[src/include/etc_pkg.sv]
// Shared constants of the 8-bit timer/counter core
package etc_pkg;

	// Bus geometry
	localparam int          ADDR_W          = 8;
	localparam int          DATA_W          = 32;
	localparam int          CNT_W           = 8;

	// Register byte offsets, one aligned word each
	localparam logic [7:0]  OFS_CTRL        = 8'h00;
	localparam logic [7:0]  OFS_COUNT       = 8'h04;
	localparam logic [7:0]  OFS_COMPARE     = 8'h08;
	localparam logic [7:0]  OFS_FLAGS       = 8'h0C;
	localparam logic [7:0]  OFS_MASK        = 8'h10;
	localparam logic [7:0]  OFS_STATUS      = 8'h14;

	// Control register field positions
	localparam int          CTRL_WGM_LSB    = 0;
	localparam int          CTRL_CS_LSB     = 2;
	localparam int          CTRL_TOGGLE_BIT = 5;
	localparam int          CTRL_W          = 6;

	// Flag and mask bit positions
	localparam int          FLG_OVF_BIT     = 0;
	localparam int          FLG_CMP_BIT     = 1;
	localparam int          FLG_W           = 2;

	// Status register bit positions
	localparam int          ST_BOTTOM_BIT   = 0;
	localparam int          ST_MATCH_BIT    = 1;
	localparam int          ST_DOWN_BIT     = 2;
	localparam int          ST_W            = 3;

	// Counter limits
	localparam logic [7:0]  CNT_BOTTOM      = 8'h00;
	localparam logic [7:0]  CNT_MAX         = 8'hFF;

	// Reset values
	localparam logic [5:0]  CTRL_RST        = 6'h00;
	localparam logic [7:0]  COUNT_RST       = 8'h00;
	localparam logic [7:0]  COMPARE_RST     = 8'h00;
	localparam logic [1:0]  FLAGS_RST       = 2'h0;
	localparam logic [1:0]  MASK_RST        = 2'h0;

	// Waveform modes
	localparam logic [1:0]  WGM_NORMAL      = 2'h0;
	localparam logic [1:0]  WGM_UPDOWN      = 2'h1;
	localparam logic [1:0]  WGM_CTC         = 2'h2;
	localparam logic [1:0]  WGM_FAST        = 2'h3;

	// Clock select codes
	localparam logic [2:0]  CS_STOP         = 3'h0;
	localparam logic [2:0]  CS_DIV1         = 3'h1;
	localparam logic [2:0]  CS_DIV8         = 3'h2;
	localparam logic [2:0]  CS_DIV64        = 3'h3;
	localparam logic [2:0]  CS_DIV256       = 3'h4;
	localparam logic [2:0]  CS_DIV1024      = 3'h5;
	localparam logic [2:0]  CS_EXT_FALL     = 3'h6;
	localparam logic [2:0]  CS_EXT_RISE     = 3'h7;

	// Prescaler width, ten bits for the divide-by-1024 tap
	localparam int          PRE_W           = 10;

	// Prescaler tap masks: all bits below each divide point
	localparam logic [9:0]  PRE_TAP8        = 10'h007;
	localparam logic [9:0]  PRE_TAP64       = 10'h03F;
	localparam logic [9:0]  PRE_TAP256      = 10'h0FF;
	localparam logic [9:0]  PRE_TAP1024     = 10'h3FF;

endpackage : etc_pkg

[src/etc_timer.sv]
// Added by the designer: the Wishbone slave port and the register offsets.
`timescale 1ns/1ns

// Contract
// 8-bit counter counts up or down
// Value 0x00 is BOTTOM, signalled
// Value 0xFF is MAX
// TOP is 0xFF or compare value
// Tick from prescaler or external edge
// Clock select zero stops the counter
// Each tick clears, increments or decrements
// CPU reads/writes counter any time
// CPU counter write beats counting action
// Compare always; match output on equality
// Compare match sets compare flag
// Flags register, per-bit mask register
// Two mode bits choose count sequence
// Overflow flag set per mode, interrupts
// Normal mode counts up, wraps 0xFF
// Normal overflow when counter becomes zero
// CTC mode clears counter on match
// Compare flag one tick after equality
// Reset clears all, timer stopped
module etc_timer (
	// Clock and reset
	input  wire logic                          clk_i,
	input  wire logic                          rst_i,
	// Wishbone classic slave
	input  wire logic                          cyc_i,
	input  wire logic                          stb_i,
	input  wire logic                          we_i,
	input  wire logic [etc_pkg::ADDR_W-1:0]    adr_i,
	input  wire logic [3:0]                    sel_i,
	input  wire logic [etc_pkg::DATA_W-1:0]    dat_i,
	output logic      [etc_pkg::DATA_W-1:0]    dat_o,
	output logic                               ack_o,
	// Pins
	input  wire logic                          external_count_input_i,
	output logic                               compare_output_pin_o,
	// Core signals towards a waveform generator
	output logic                               compare_match_o,
	output logic                               bottom_o,
	output logic                               top_o,
	// Interrupt request
	output logic                               irq_o
);

	// Byte-address decode of one register word
	function automatic logic hit(input logic [7:0] a, input logic [7:0] ofs);
		hit = (a[7:2] == ofs[7:2]);
	endfunction : hit

	// Prescaler tap reached: all bits below the tap are ones
	// One shared counter serves every rate, so no divider per rate
	function automatic logic tap_full(input logic [9:0] p, input logic [9:0] msk);
		tap_full = ((p & msk) == msk);
	endfunction : tap_full

	// Software-visible state
	logic [5:0]                 ctrl_q;         // Mode, clock select, toggle
	logic [7:0]                 counter_value_q;  // Counter
	logic [7:0]                 counter_value_d;  // Counter next value
	logic [7:0]                 compare_value_q;  // Compare register
	logic [1:0]                 timer_flag_register_q;  // Sticky events
	logic [1:0]                 timer_flag_register_d;  // Next flags
	logic [1:0]                 timer_mask_register_q;  // Event mask
	logic                       down_q;         // Counting direction
	logic                       down_d;         // Next direction
	logic                       block_q;        // Match blocked after write
	logic [9:0]                 pre_q;          // Prescaler
	logic                       ack_q;          // Bus answer
	logic [31:0]                rdat_q;         // Read data
	logic                       pin_q;          // Compare output level
	logic                       match_q;        // Registered equality
	logic                       bottom_q;       // Registered bottom
	logic                       top_q;          // Registered top
	logic                       irq_q;          // Registered interrupt

	// External input synchroniser and filtered level
	logic                       ext_s1_q;       // First stage, read only by second
	logic                       ext_s2_q;       // Second stage
	logic                       ext_s3_q;       // Third stage
	logic                       ext_lvl_q;      // Accepted level

	// Field views of the control register
	wire  [1:0]                 waveform_mode_field = ctrl_q[etc_pkg::CTRL_WGM_LSB +: 2];
	wire  [2:0]                 clock_select_field  = ctrl_q[etc_pkg::CTRL_CS_LSB +: 3];
	wire                        toggle_en           = ctrl_q[etc_pkg::CTRL_TOGGLE_BIT];

	// Bus decode
	// A strobe held past ack starts a new request, so ack alternates
	wire                        bus_req  = cyc_i & stb_i & ~ack_q;
	wire                        bus_wr   = bus_req & we_i & sel_i[0];
	wire                        wr_ctrl  = bus_wr & hit(adr_i, etc_pkg::OFS_CTRL);
	wire                        wr_cnt   = bus_wr & hit(adr_i, etc_pkg::OFS_COUNT);
	wire                        wr_cmp   = bus_wr & hit(adr_i, etc_pkg::OFS_COMPARE);
	wire                        wr_flg   = bus_wr & hit(adr_i, etc_pkg::OFS_FLAGS);
	wire                        wr_msk   = bus_wr & hit(adr_i, etc_pkg::OFS_MASK);

	// Read multiplexer, unmapped words read zero
	// Only address bits 7:2 decode, so byte offsets alias their word
	wire  [31:0]                rd_mux =
		hit(adr_i, etc_pkg::OFS_CTRL)    ? {26'h000_0000, ctrl_q} :
		hit(adr_i, etc_pkg::OFS_COUNT)   ? {24'h00_0000, counter_value_q} :
		hit(adr_i, etc_pkg::OFS_COMPARE) ? {24'h00_0000, compare_value_q} :
		hit(adr_i, etc_pkg::OFS_FLAGS)   ? {30'h0000_0000, timer_flag_register_q} :
		hit(adr_i, etc_pkg::OFS_MASK)    ? {30'h0000_0000, timer_mask_register_q} :
		hit(adr_i, etc_pkg::OFS_STATUS)  ? {29'h0000_0000, down_q, match_q, bottom_q} :
		32'h0000_0000;

	// Clock source selection
	// prescaler taps
	wire                        pre_tick =
		(clock_select_field == etc_pkg::CS_DIV1)    ? 1'b1 :
		(clock_select_field == etc_pkg::CS_DIV8)    ? tap_full(pre_q, etc_pkg::PRE_TAP8) :
		(clock_select_field == etc_pkg::CS_DIV64)   ? tap_full(pre_q, etc_pkg::PRE_TAP64) :
		(clock_select_field == etc_pkg::CS_DIV256)  ? tap_full(pre_q, etc_pkg::PRE_TAP256) :
		(clock_select_field == etc_pkg::CS_DIV1024) ? tap_full(pre_q, etc_pkg::PRE_TAP1024) :
		1'b0;
	// Edge found on the filtered level, never on a raw stage
	// external edge choice
	wire                        ext_new  = (ext_s2_q == ext_s3_q) & (ext_s3_q != ext_lvl_q);
	wire                        ext_tick =
		(clock_select_field == etc_pkg::CS_EXT_RISE) ? (ext_new & ext_s3_q) :
		(clock_select_field == etc_pkg::CS_EXT_FALL) ? (ext_new & ~ext_s3_q) :
		1'b0;
	// no source, no tick
	wire                        timer_clock_tick = (clock_select_field != etc_pkg::CS_STOP) & (pre_tick | ext_tick);

	// Limits of the present count
	// bottom value
	wire                        at_bottom = (counter_value_q == etc_pkg::CNT_BOTTOM);
	// max value
	wire                        at_max    = (counter_value_q == etc_pkg::CNT_MAX);
	// continuous comparator
	wire                        equal     = (counter_value_q == compare_value_q);
	// top per mode
	wire                        at_top    = (waveform_mode_field == etc_pkg::WGM_CTC) ? equal : at_max;
	// Blocking lasts until the next tick, however long that takes
	// a blocked match is dropped
	wire                        match_evt = timer_clock_tick & equal & ~block_q;

	// Counter next value and direction
	// Fast mode is a plain wrap; its only waveform is the match toggle that every mode has
	always_comb begin
		counter_value_d = counter_value_q;
		down_d          = down_q;
		// CPU write wins
		if (wr_cnt) begin
			counter_value_d = dat_i[7:0];
		end else if (timer_clock_tick) begin
			// per-tick action
			// mode picks sequence
			case (waveform_mode_field)
				// plain up count with wrap
				etc_pkg::WGM_NORMAL: begin
					counter_value_d = counter_value_q + 8'h01;
				end
				// clear at compare
				etc_pkg::WGM_CTC: begin
					// Here TOP is the compare value
					counter_value_d = at_top ? etc_pkg::CNT_BOTTOM : counter_value_q + 8'h01;
				end
				// up then down
				etc_pkg::WGM_UPDOWN: begin
					if (down_q & at_bottom) begin
						// BOTTOM written while falling: turn upward, no wrap
						counter_value_d = counter_value_q + 8'h01;
						down_d          = 1'b0;
					end else if (down_q) begin
						counter_value_d = counter_value_q - 8'h01;
						down_d          = (counter_value_q != 8'h01);
					end else begin
						counter_value_d = counter_value_q + 8'h01;
						down_d          = (counter_value_q == 8'hFE);
					end
				end
				// Fast mode wraps after MAX
				default: begin
					counter_value_d = counter_value_q + 8'h01;
				end
			endcase
		end
	end

	// Flag next value, a set wins over a clear
	// The clear is applied first, so an event in the same cycle overrides it
	always_comb begin
		timer_flag_register_d = timer_flag_register_q;
		// Write one to clear
		if (wr_flg) begin
			timer_flag_register_d = timer_flag_register_q & ~dat_i[1:0];
		end
		// Up/down mode overflows on the step from 01 to 00 while falling
		// overflow condition per mode
		if (timer_clock_tick & ~wr_cnt) begin
			// set as count becomes zero
			if ((waveform_mode_field == etc_pkg::WGM_UPDOWN) ? (down_q & counter_value_q == 8'h01) : at_max) begin
				timer_flag_register_d[etc_pkg::FLG_OVF_BIT] = 1'b1;
			end
		end
		// match sets flag
		if (match_evt) begin
			timer_flag_register_d[etc_pkg::FLG_CMP_BIT] = 1'b1;
		end
	end

	// Bus answer, one cycle after the strobe
	// Read data is zero outside ack so a stale word is never mistaken
	always_ff @(posedge clk_i) begin
		if (rst_i) begin
			ack_q  <= 1'b0;
			rdat_q <= 32'h0000_0000;
		end else begin
			ack_q  <= bus_req;
			rdat_q <= bus_req ? rd_mux : 32'h0000_0000;
		end
	end

	// Software registers
	// Reset leaves the clock select at zero, so nothing counts
	// all cleared, stopped
	always_ff @(posedge clk_i) begin
		if (rst_i) begin
			ctrl_q                <= etc_pkg::CTRL_RST;
			compare_value_q       <= etc_pkg::COMPARE_RST;
			timer_mask_register_q <= etc_pkg::MASK_RST;
		end else begin
			// Mode and source change at the write edge
			if (wr_ctrl) begin
				ctrl_q <= dat_i[5:0];
			end
			// Compare written directly, no buffering
			if (wr_cmp) begin
				compare_value_q <= dat_i[7:0];
			end
			// per-event mask
			if (wr_msk) begin
				timer_mask_register_q <= dat_i[1:0];
			end
		end
	end

	// Counter, direction and flags
	// Direction is internal state; software sees it only in status
	always_ff @(posedge clk_i) begin
		if (rst_i) begin
			counter_value_q       <= etc_pkg::COUNT_RST;
			down_q                <= 1'b0;
			timer_flag_register_q <= etc_pkg::FLAGS_RST;
		end else begin
			// access at any time
			counter_value_q       <= counter_value_d;
			down_q                <= down_d;
			// flags visible to software
			timer_flag_register_q <= timer_flag_register_d;
		end
	end

	// Match blocking after a counter write
	// A write holds off the next tick's match even while stopped,
	// so software may preload equal values without a false event
	always_ff @(posedge clk_i) begin
		if (rst_i) begin
			block_q <= 1'b0;
		end else if (wr_cnt) begin
			block_q <= 1'b1;
		end else if (timer_clock_tick) begin
			block_q <= 1'b0;
		end
	end

	// Prescaler runs whenever the clock select is not zero, external sources included
	// Held at zero while stopped, so the first tick is a full period away
	always_ff @(posedge clk_i) begin
		if (rst_i) begin
			pre_q <= 10'h000;
		end else if (clock_select_field == etc_pkg::CS_STOP) begin
			pre_q <= 10'h000;
		end else begin
			pre_q <= pre_q + 10'h001;
		end
	end

	// External input synchroniser, level accepted when stages agree
	// The first stage may go metastable; only the later two are trusted
	always_ff @(posedge clk_i) begin
		if (rst_i) begin
			ext_s1_q  <= 1'b0;
			ext_s2_q  <= 1'b0;
			ext_s3_q  <= 1'b0;
			ext_lvl_q <= 1'b0;
		end else begin
			ext_s1_q <= external_count_input_i;
			ext_s2_q <= ext_s1_q;
			ext_s3_q <= ext_s2_q;
			if (ext_s2_q == ext_s3_q) begin
				ext_lvl_q <= ext_s3_q;
			end
		end
	end

	// Compare output pin toggles on each unblocked match
	// Toggle only; set and clear actions on a match are not offered
	always_ff @(posedge clk_i) begin
		if (rst_i) begin
			pin_q <= 1'b0;
		end else if (match_evt & toggle_en) begin
			pin_q <= ~pin_q;
		end
	end

	// Registered core signals and interrupt
	// Next values are compared so these outputs line up with the counter
	always_ff @(posedge clk_i) begin
		if (rst_i) begin
			match_q  <= 1'b0;
			bottom_q <= 1'b0;
			top_q    <= 1'b0;
			irq_q    <= 1'b0;
		end else begin
			// equality of next values
			match_q  <= (counter_value_d == compare_value_q);
			// counter becomes zero
			bottom_q <= (counter_value_d == etc_pkg::CNT_BOTTOM);
			top_q    <= (waveform_mode_field == etc_pkg::WGM_CTC) ?
			            (counter_value_d == compare_value_q) : (counter_value_d == etc_pkg::CNT_MAX);
			// Next flags used, so the request rises in the same cycle as its flag
			// mask gates requests
			irq_q    <= |(timer_flag_register_d & timer_mask_register_q);
		end
	end

	// Outputs straight from flops
	// One cycle of delay traded for glitch-free ports
	assign dat_o                = rdat_q;
	assign ack_o                = ack_q;
	assign compare_output_pin_o = pin_q;
	assign compare_match_o      = match_q;
	assign bottom_o             = bottom_q;
	assign top_o                = top_q;
	assign irq_o                = irq_q;

endmodule : etc_timer

[config.mk]
export PLATFORM = sky130hd
export DESIGN_NAME = etc_timer
export DESIGN_NICKNAME = d
export VERILOG_FILES = /design/src/include/etc_pkg.sv /design/src/etc_timer.sv
export SDC_FILE = /design/constraint.sdc
export NUM_CORES = 1
export LEC_CHECK = 0
export BUFFER_PORTS_ARGS = -buffer_cell sky130_fd_sc_hd__buf_2
export CAP_MARGIN = 20
export CORE_MARGIN = 2
export CORE_UTILIZATION = 49
export DETAILED_ROUTE_END_ITERATION = 16
export PLACE_DENSITY = 0.84
export SETUP_SLACK_MARGIN = 0.3
export SYNTH_ARGS = -nofsm -noshare
export SYNTH_HDL_FRONTEND = slang
export SYNTH_SLANG_ARGS = --single-unit
[constraint.sdc]
create_clock -name clk_i -period 3.06 [get_ports clk_i]
set_clock_uncertainty 0.1 [all_clocks]
set_input_delay 0.306 -clock clk_i [delete_from_list [all_inputs] [get_ports clk_i]]
set_output_delay 0.306 -clock clk_i [all_outputs]
set_load 0.005 [all_outputs]
==> reports/qor.yml <==
outcome:
  outcome: "finished clean"
cts:
  clk_path_buf_depth: 2
  clock_sinks: 56
  cts_tree: "built"
  htreeDepth: 2
  clk_latency_ps: 310
  cts-root-buf: "clkbuf_8"
  cts_made_buffers: 5
  path_clk_slew_ps: 100
power_and_ir_drop:
  peakVddDrop_mv: 0.203
  seqPwrFrac_pct: 55.3
  internal_power_mw: 1.02
  power.density_nw_per_um2: 310
  switching_power_mw: 0.325
  swShare_pct: 24.2
  power_frac_comb_pct: 8.0
  clkPwrFrac_pct: 36.8
  power_leakage_nw: 1.70
grt:
  grt-ovfl-total: 0
  antenna_found_initial: 0
  first_global_vias: 3313
  track_usage_pct: 25.8
  grt_pass1_wl_um: 16000
  grt_max_degree: 39
sta:
  grt_setup_unrepaired: "true"
  tightest_slew_ps: 693
  slew_viol_final: 0
  hold_ws_ps: 96.2
  max_freq_mhz: 352
  fin_crit_ps: 2840
  timing.final.ws_setup_ps: 221
  max_slew_margin_pct: 53.8
  setup_tns_ps: 0
  fin_crit_sh_pct: 92.8
  finalSetupViolCount: 0
  hold_viol_final: 0
finish:
  drive_gt1_share_pct: 27.8
  final_common_cell: "nor2_1"
  syn_to_final_growth_pct: 21.9
  final_cell_mix: "68 x nor2_1, 42 x buf_4, 40 x dfxtp_1"
  n_antenna_cell: 0
  nets: 566
  final_cells: 607
  finish.instance_area_um2: 4350
floorplan:
  design.core.area_um2: 7140
  placementRows: 31
  die-area_um2: 7970
  start_util_pct: 49.9
  die_y_um: 89.3
  die_x_um: 89.3
  pin_count: 88
routing:
  routed_wl_um: 10500
  vias: 3630
  vias_per_cell: 5.98
  antenna_left: 0
  dr.pass1.iters: 7
  drtIter0Drc: 450
  drc: 0
  wl_per_cell_um: 17.2
synth:
  synth_largest_area_cell: "dfxtp_1"
  yosys_warnings: 0
  syn_area_um2: 3560
  synth_cell_types: 70
  synthFlopType: "dfxtp_1"
  yosysSeqAreaShare_pct: 31.4
  yosys-top-cells-area: "dfxtp_1 31%, nor2_1 7.4%, mux2i_1 5.9%"
  ys_ff_latch: 56
  ys_async_sr_fraction_pct: 0
  yosys.area.top_type_share_pct: 31.4
  synth-edff-count: 0
  syn_inst: 445
  synth_area_per_cell_um2: 8.01
hold_path:
  min_path_type: "input port to flop"
setup_path:
  required_ps: 3210
  end_kind: "flop"
  critical_path_arrival_ps: 2990
  crit_fanout: 8
  path_class: "flop to flop"
  start_kind: "flop"
place:
  io_buffers: 34
  detailedPlace.worstSlack_ps: -65.2
  hpwl_um: 7300
  dpl.cell_count: 584
  gp_congestion: 0.969
  postPlaceCellArea_um2: 3890
flow_run:
  maxCapViolCount: 0
-- cells by family (layout without fill, tap and decap cells) --
logic type | Yosys count | in the layout | synth area share (%)
AOI/OAI and AO/OA | 95 | 95 | 18.8
xor gates and xnor gates | 20 | 20 | 4.91
adders and majority gates | 9 | 9 | 3.16
buffers and inverters | 66 | 106 | 9.97
DFF | 56 | 56 | 31.4
muxes | 21 | 21 | 5.90
other | 1 | 24 | 0.105
and+or+nand+nor | 177 | 177 | 25.7
-- state kept, by name, indices dropped and copies added, names as in the netlist --
signal and cells:
timer_mask_register_q 2, timer_flag_register_q 2, ext_lvl_q 1, irq_o 1, counter_value_q 8, ctrl_q 6
block_q 1, ext_s2_q 1, ack_o 1, top_o 1, dat_o 8, compare_value_q 8
compare_output_pin_o 1, compare_match_o 1, pre_q 10, bottom_o 1, ext_s1_q 1, down_q 1
ext_s3_q 1
-- Yosys cell counts, types with 3 or more instances --
| cell type | instances |
|---|---|
| nand3_1 | 12 |
| nor3_1 | 18 |
| o22ai_1 | 4 |
| a32oi_1 | 3 |
| xnor2_1 | 14 |
| ha_1 | 9 |
| a221oi_1 | 3 |
| xor2_1 | 6 |
| nor4_1 | 3 |
| inv_1 | 19 |
| and3_1 | 5 |
| a21oi_1 | 24 |
| nand2_1 | 19 |
| a211oi_1 | 8 |
| or3_1 | 7 |
| nor2b_1 | 5 |
| dfxtp_1 | 56 |
| buf_4 | 25 |
| nand4_1 | 11 |
| o31ai_1 | 6 |
| a22oi_1 | 4 |
| nor2_1 | 70 |
| buf_2 | 5 |
| o21ai_0 | 14 |
| nand2b_1 | 3 |
| mux2i_1 | 21 |
| clkbuf_1 | 16 |
-- worst max-delay path: stages (launching register included) --
cell and delay [ps]:
dfxtp_2 400, inv_1 60, ha_2 230, and2_1 180
a32o_2 300, buf_4 130, nor3_1 240, a21oi_1 150
nor3_2 170, a211oi_1 100, or4_4 550, o21ai_2 160
-- layer usage --
metal,up-vias,routed length (µm),GRT usage [%]
met2,238,4900,43.4
met5,-,0,0
met3,45,1070,4.89
met1,1677,4100,32.7
met4,0,395,10.0
li1,1670,-,-
-- area by class of cell --
cell class	instances	area, µm²
Clock buffer	6	72.6
Multi-Input combinational cell	346	2360
Inverter	19	71.3
Tap cell	99	124
Timing Repair Buffer	79	528
Fill cell	610	2790
Clock inverter	2	38.8
Sequential cell	56	1150
-- path summary, 6_finish.rpt --
kind	endpoint	cells past startpoint	slack, ps	from
max	top_o$_SDFF_PP0_	11	220	ctrl_q[1]$_SDFFE_PP0P_
min	ext_s1_q$_SDFF_PP0_	2	100	external_count_input_i
max reg2reg	top_o$_SDFF_PP0_	11	220	ctrl_q[1]$_SDFFE_PP0P_
min reg2reg	ext_s2_q$_SDFF_PP0_	1	340	ext_s1_q$_SDFF_PP0_
-- stage by stage --
stage | power, mW | utilization [%]
final | 1.35 | 60.9
after floorplan | 0.839 | -
after global placement | 0.857 | 54.6
after global routing | 1.39 | 60.9
after CTS | 1.34 | 58.0
after detailed placement | 0.859 | 54.6
-- power groups by stage --
stage | clock (mW) | combinational (mW) | sequential, mW
4_1_cts | 0.500 | 0.0997 | 0.743
3_3_place_gp | 0 | 0.0962 | 0.761
5_1_grt | 0.531 | 0.118 | 0.744
2_1_floorplan | 0 | 0.0825 | 0.756
6_report | 0.495 | 0.107 | 0.744
3_5_place_dp | 0 | 0.0982 | 0.761
-- repair_timing --
action,in CTS,in global routing
pin swaps,11,13
resized for setup,19,37
buffers inserted,7,8
endpoints found under the hold margin,0,0
hold buffers,0,0
gates cloned,0,0
setup endpoints to repair,4,3
No activity file was read; power rests on OpenSTA's default activity.
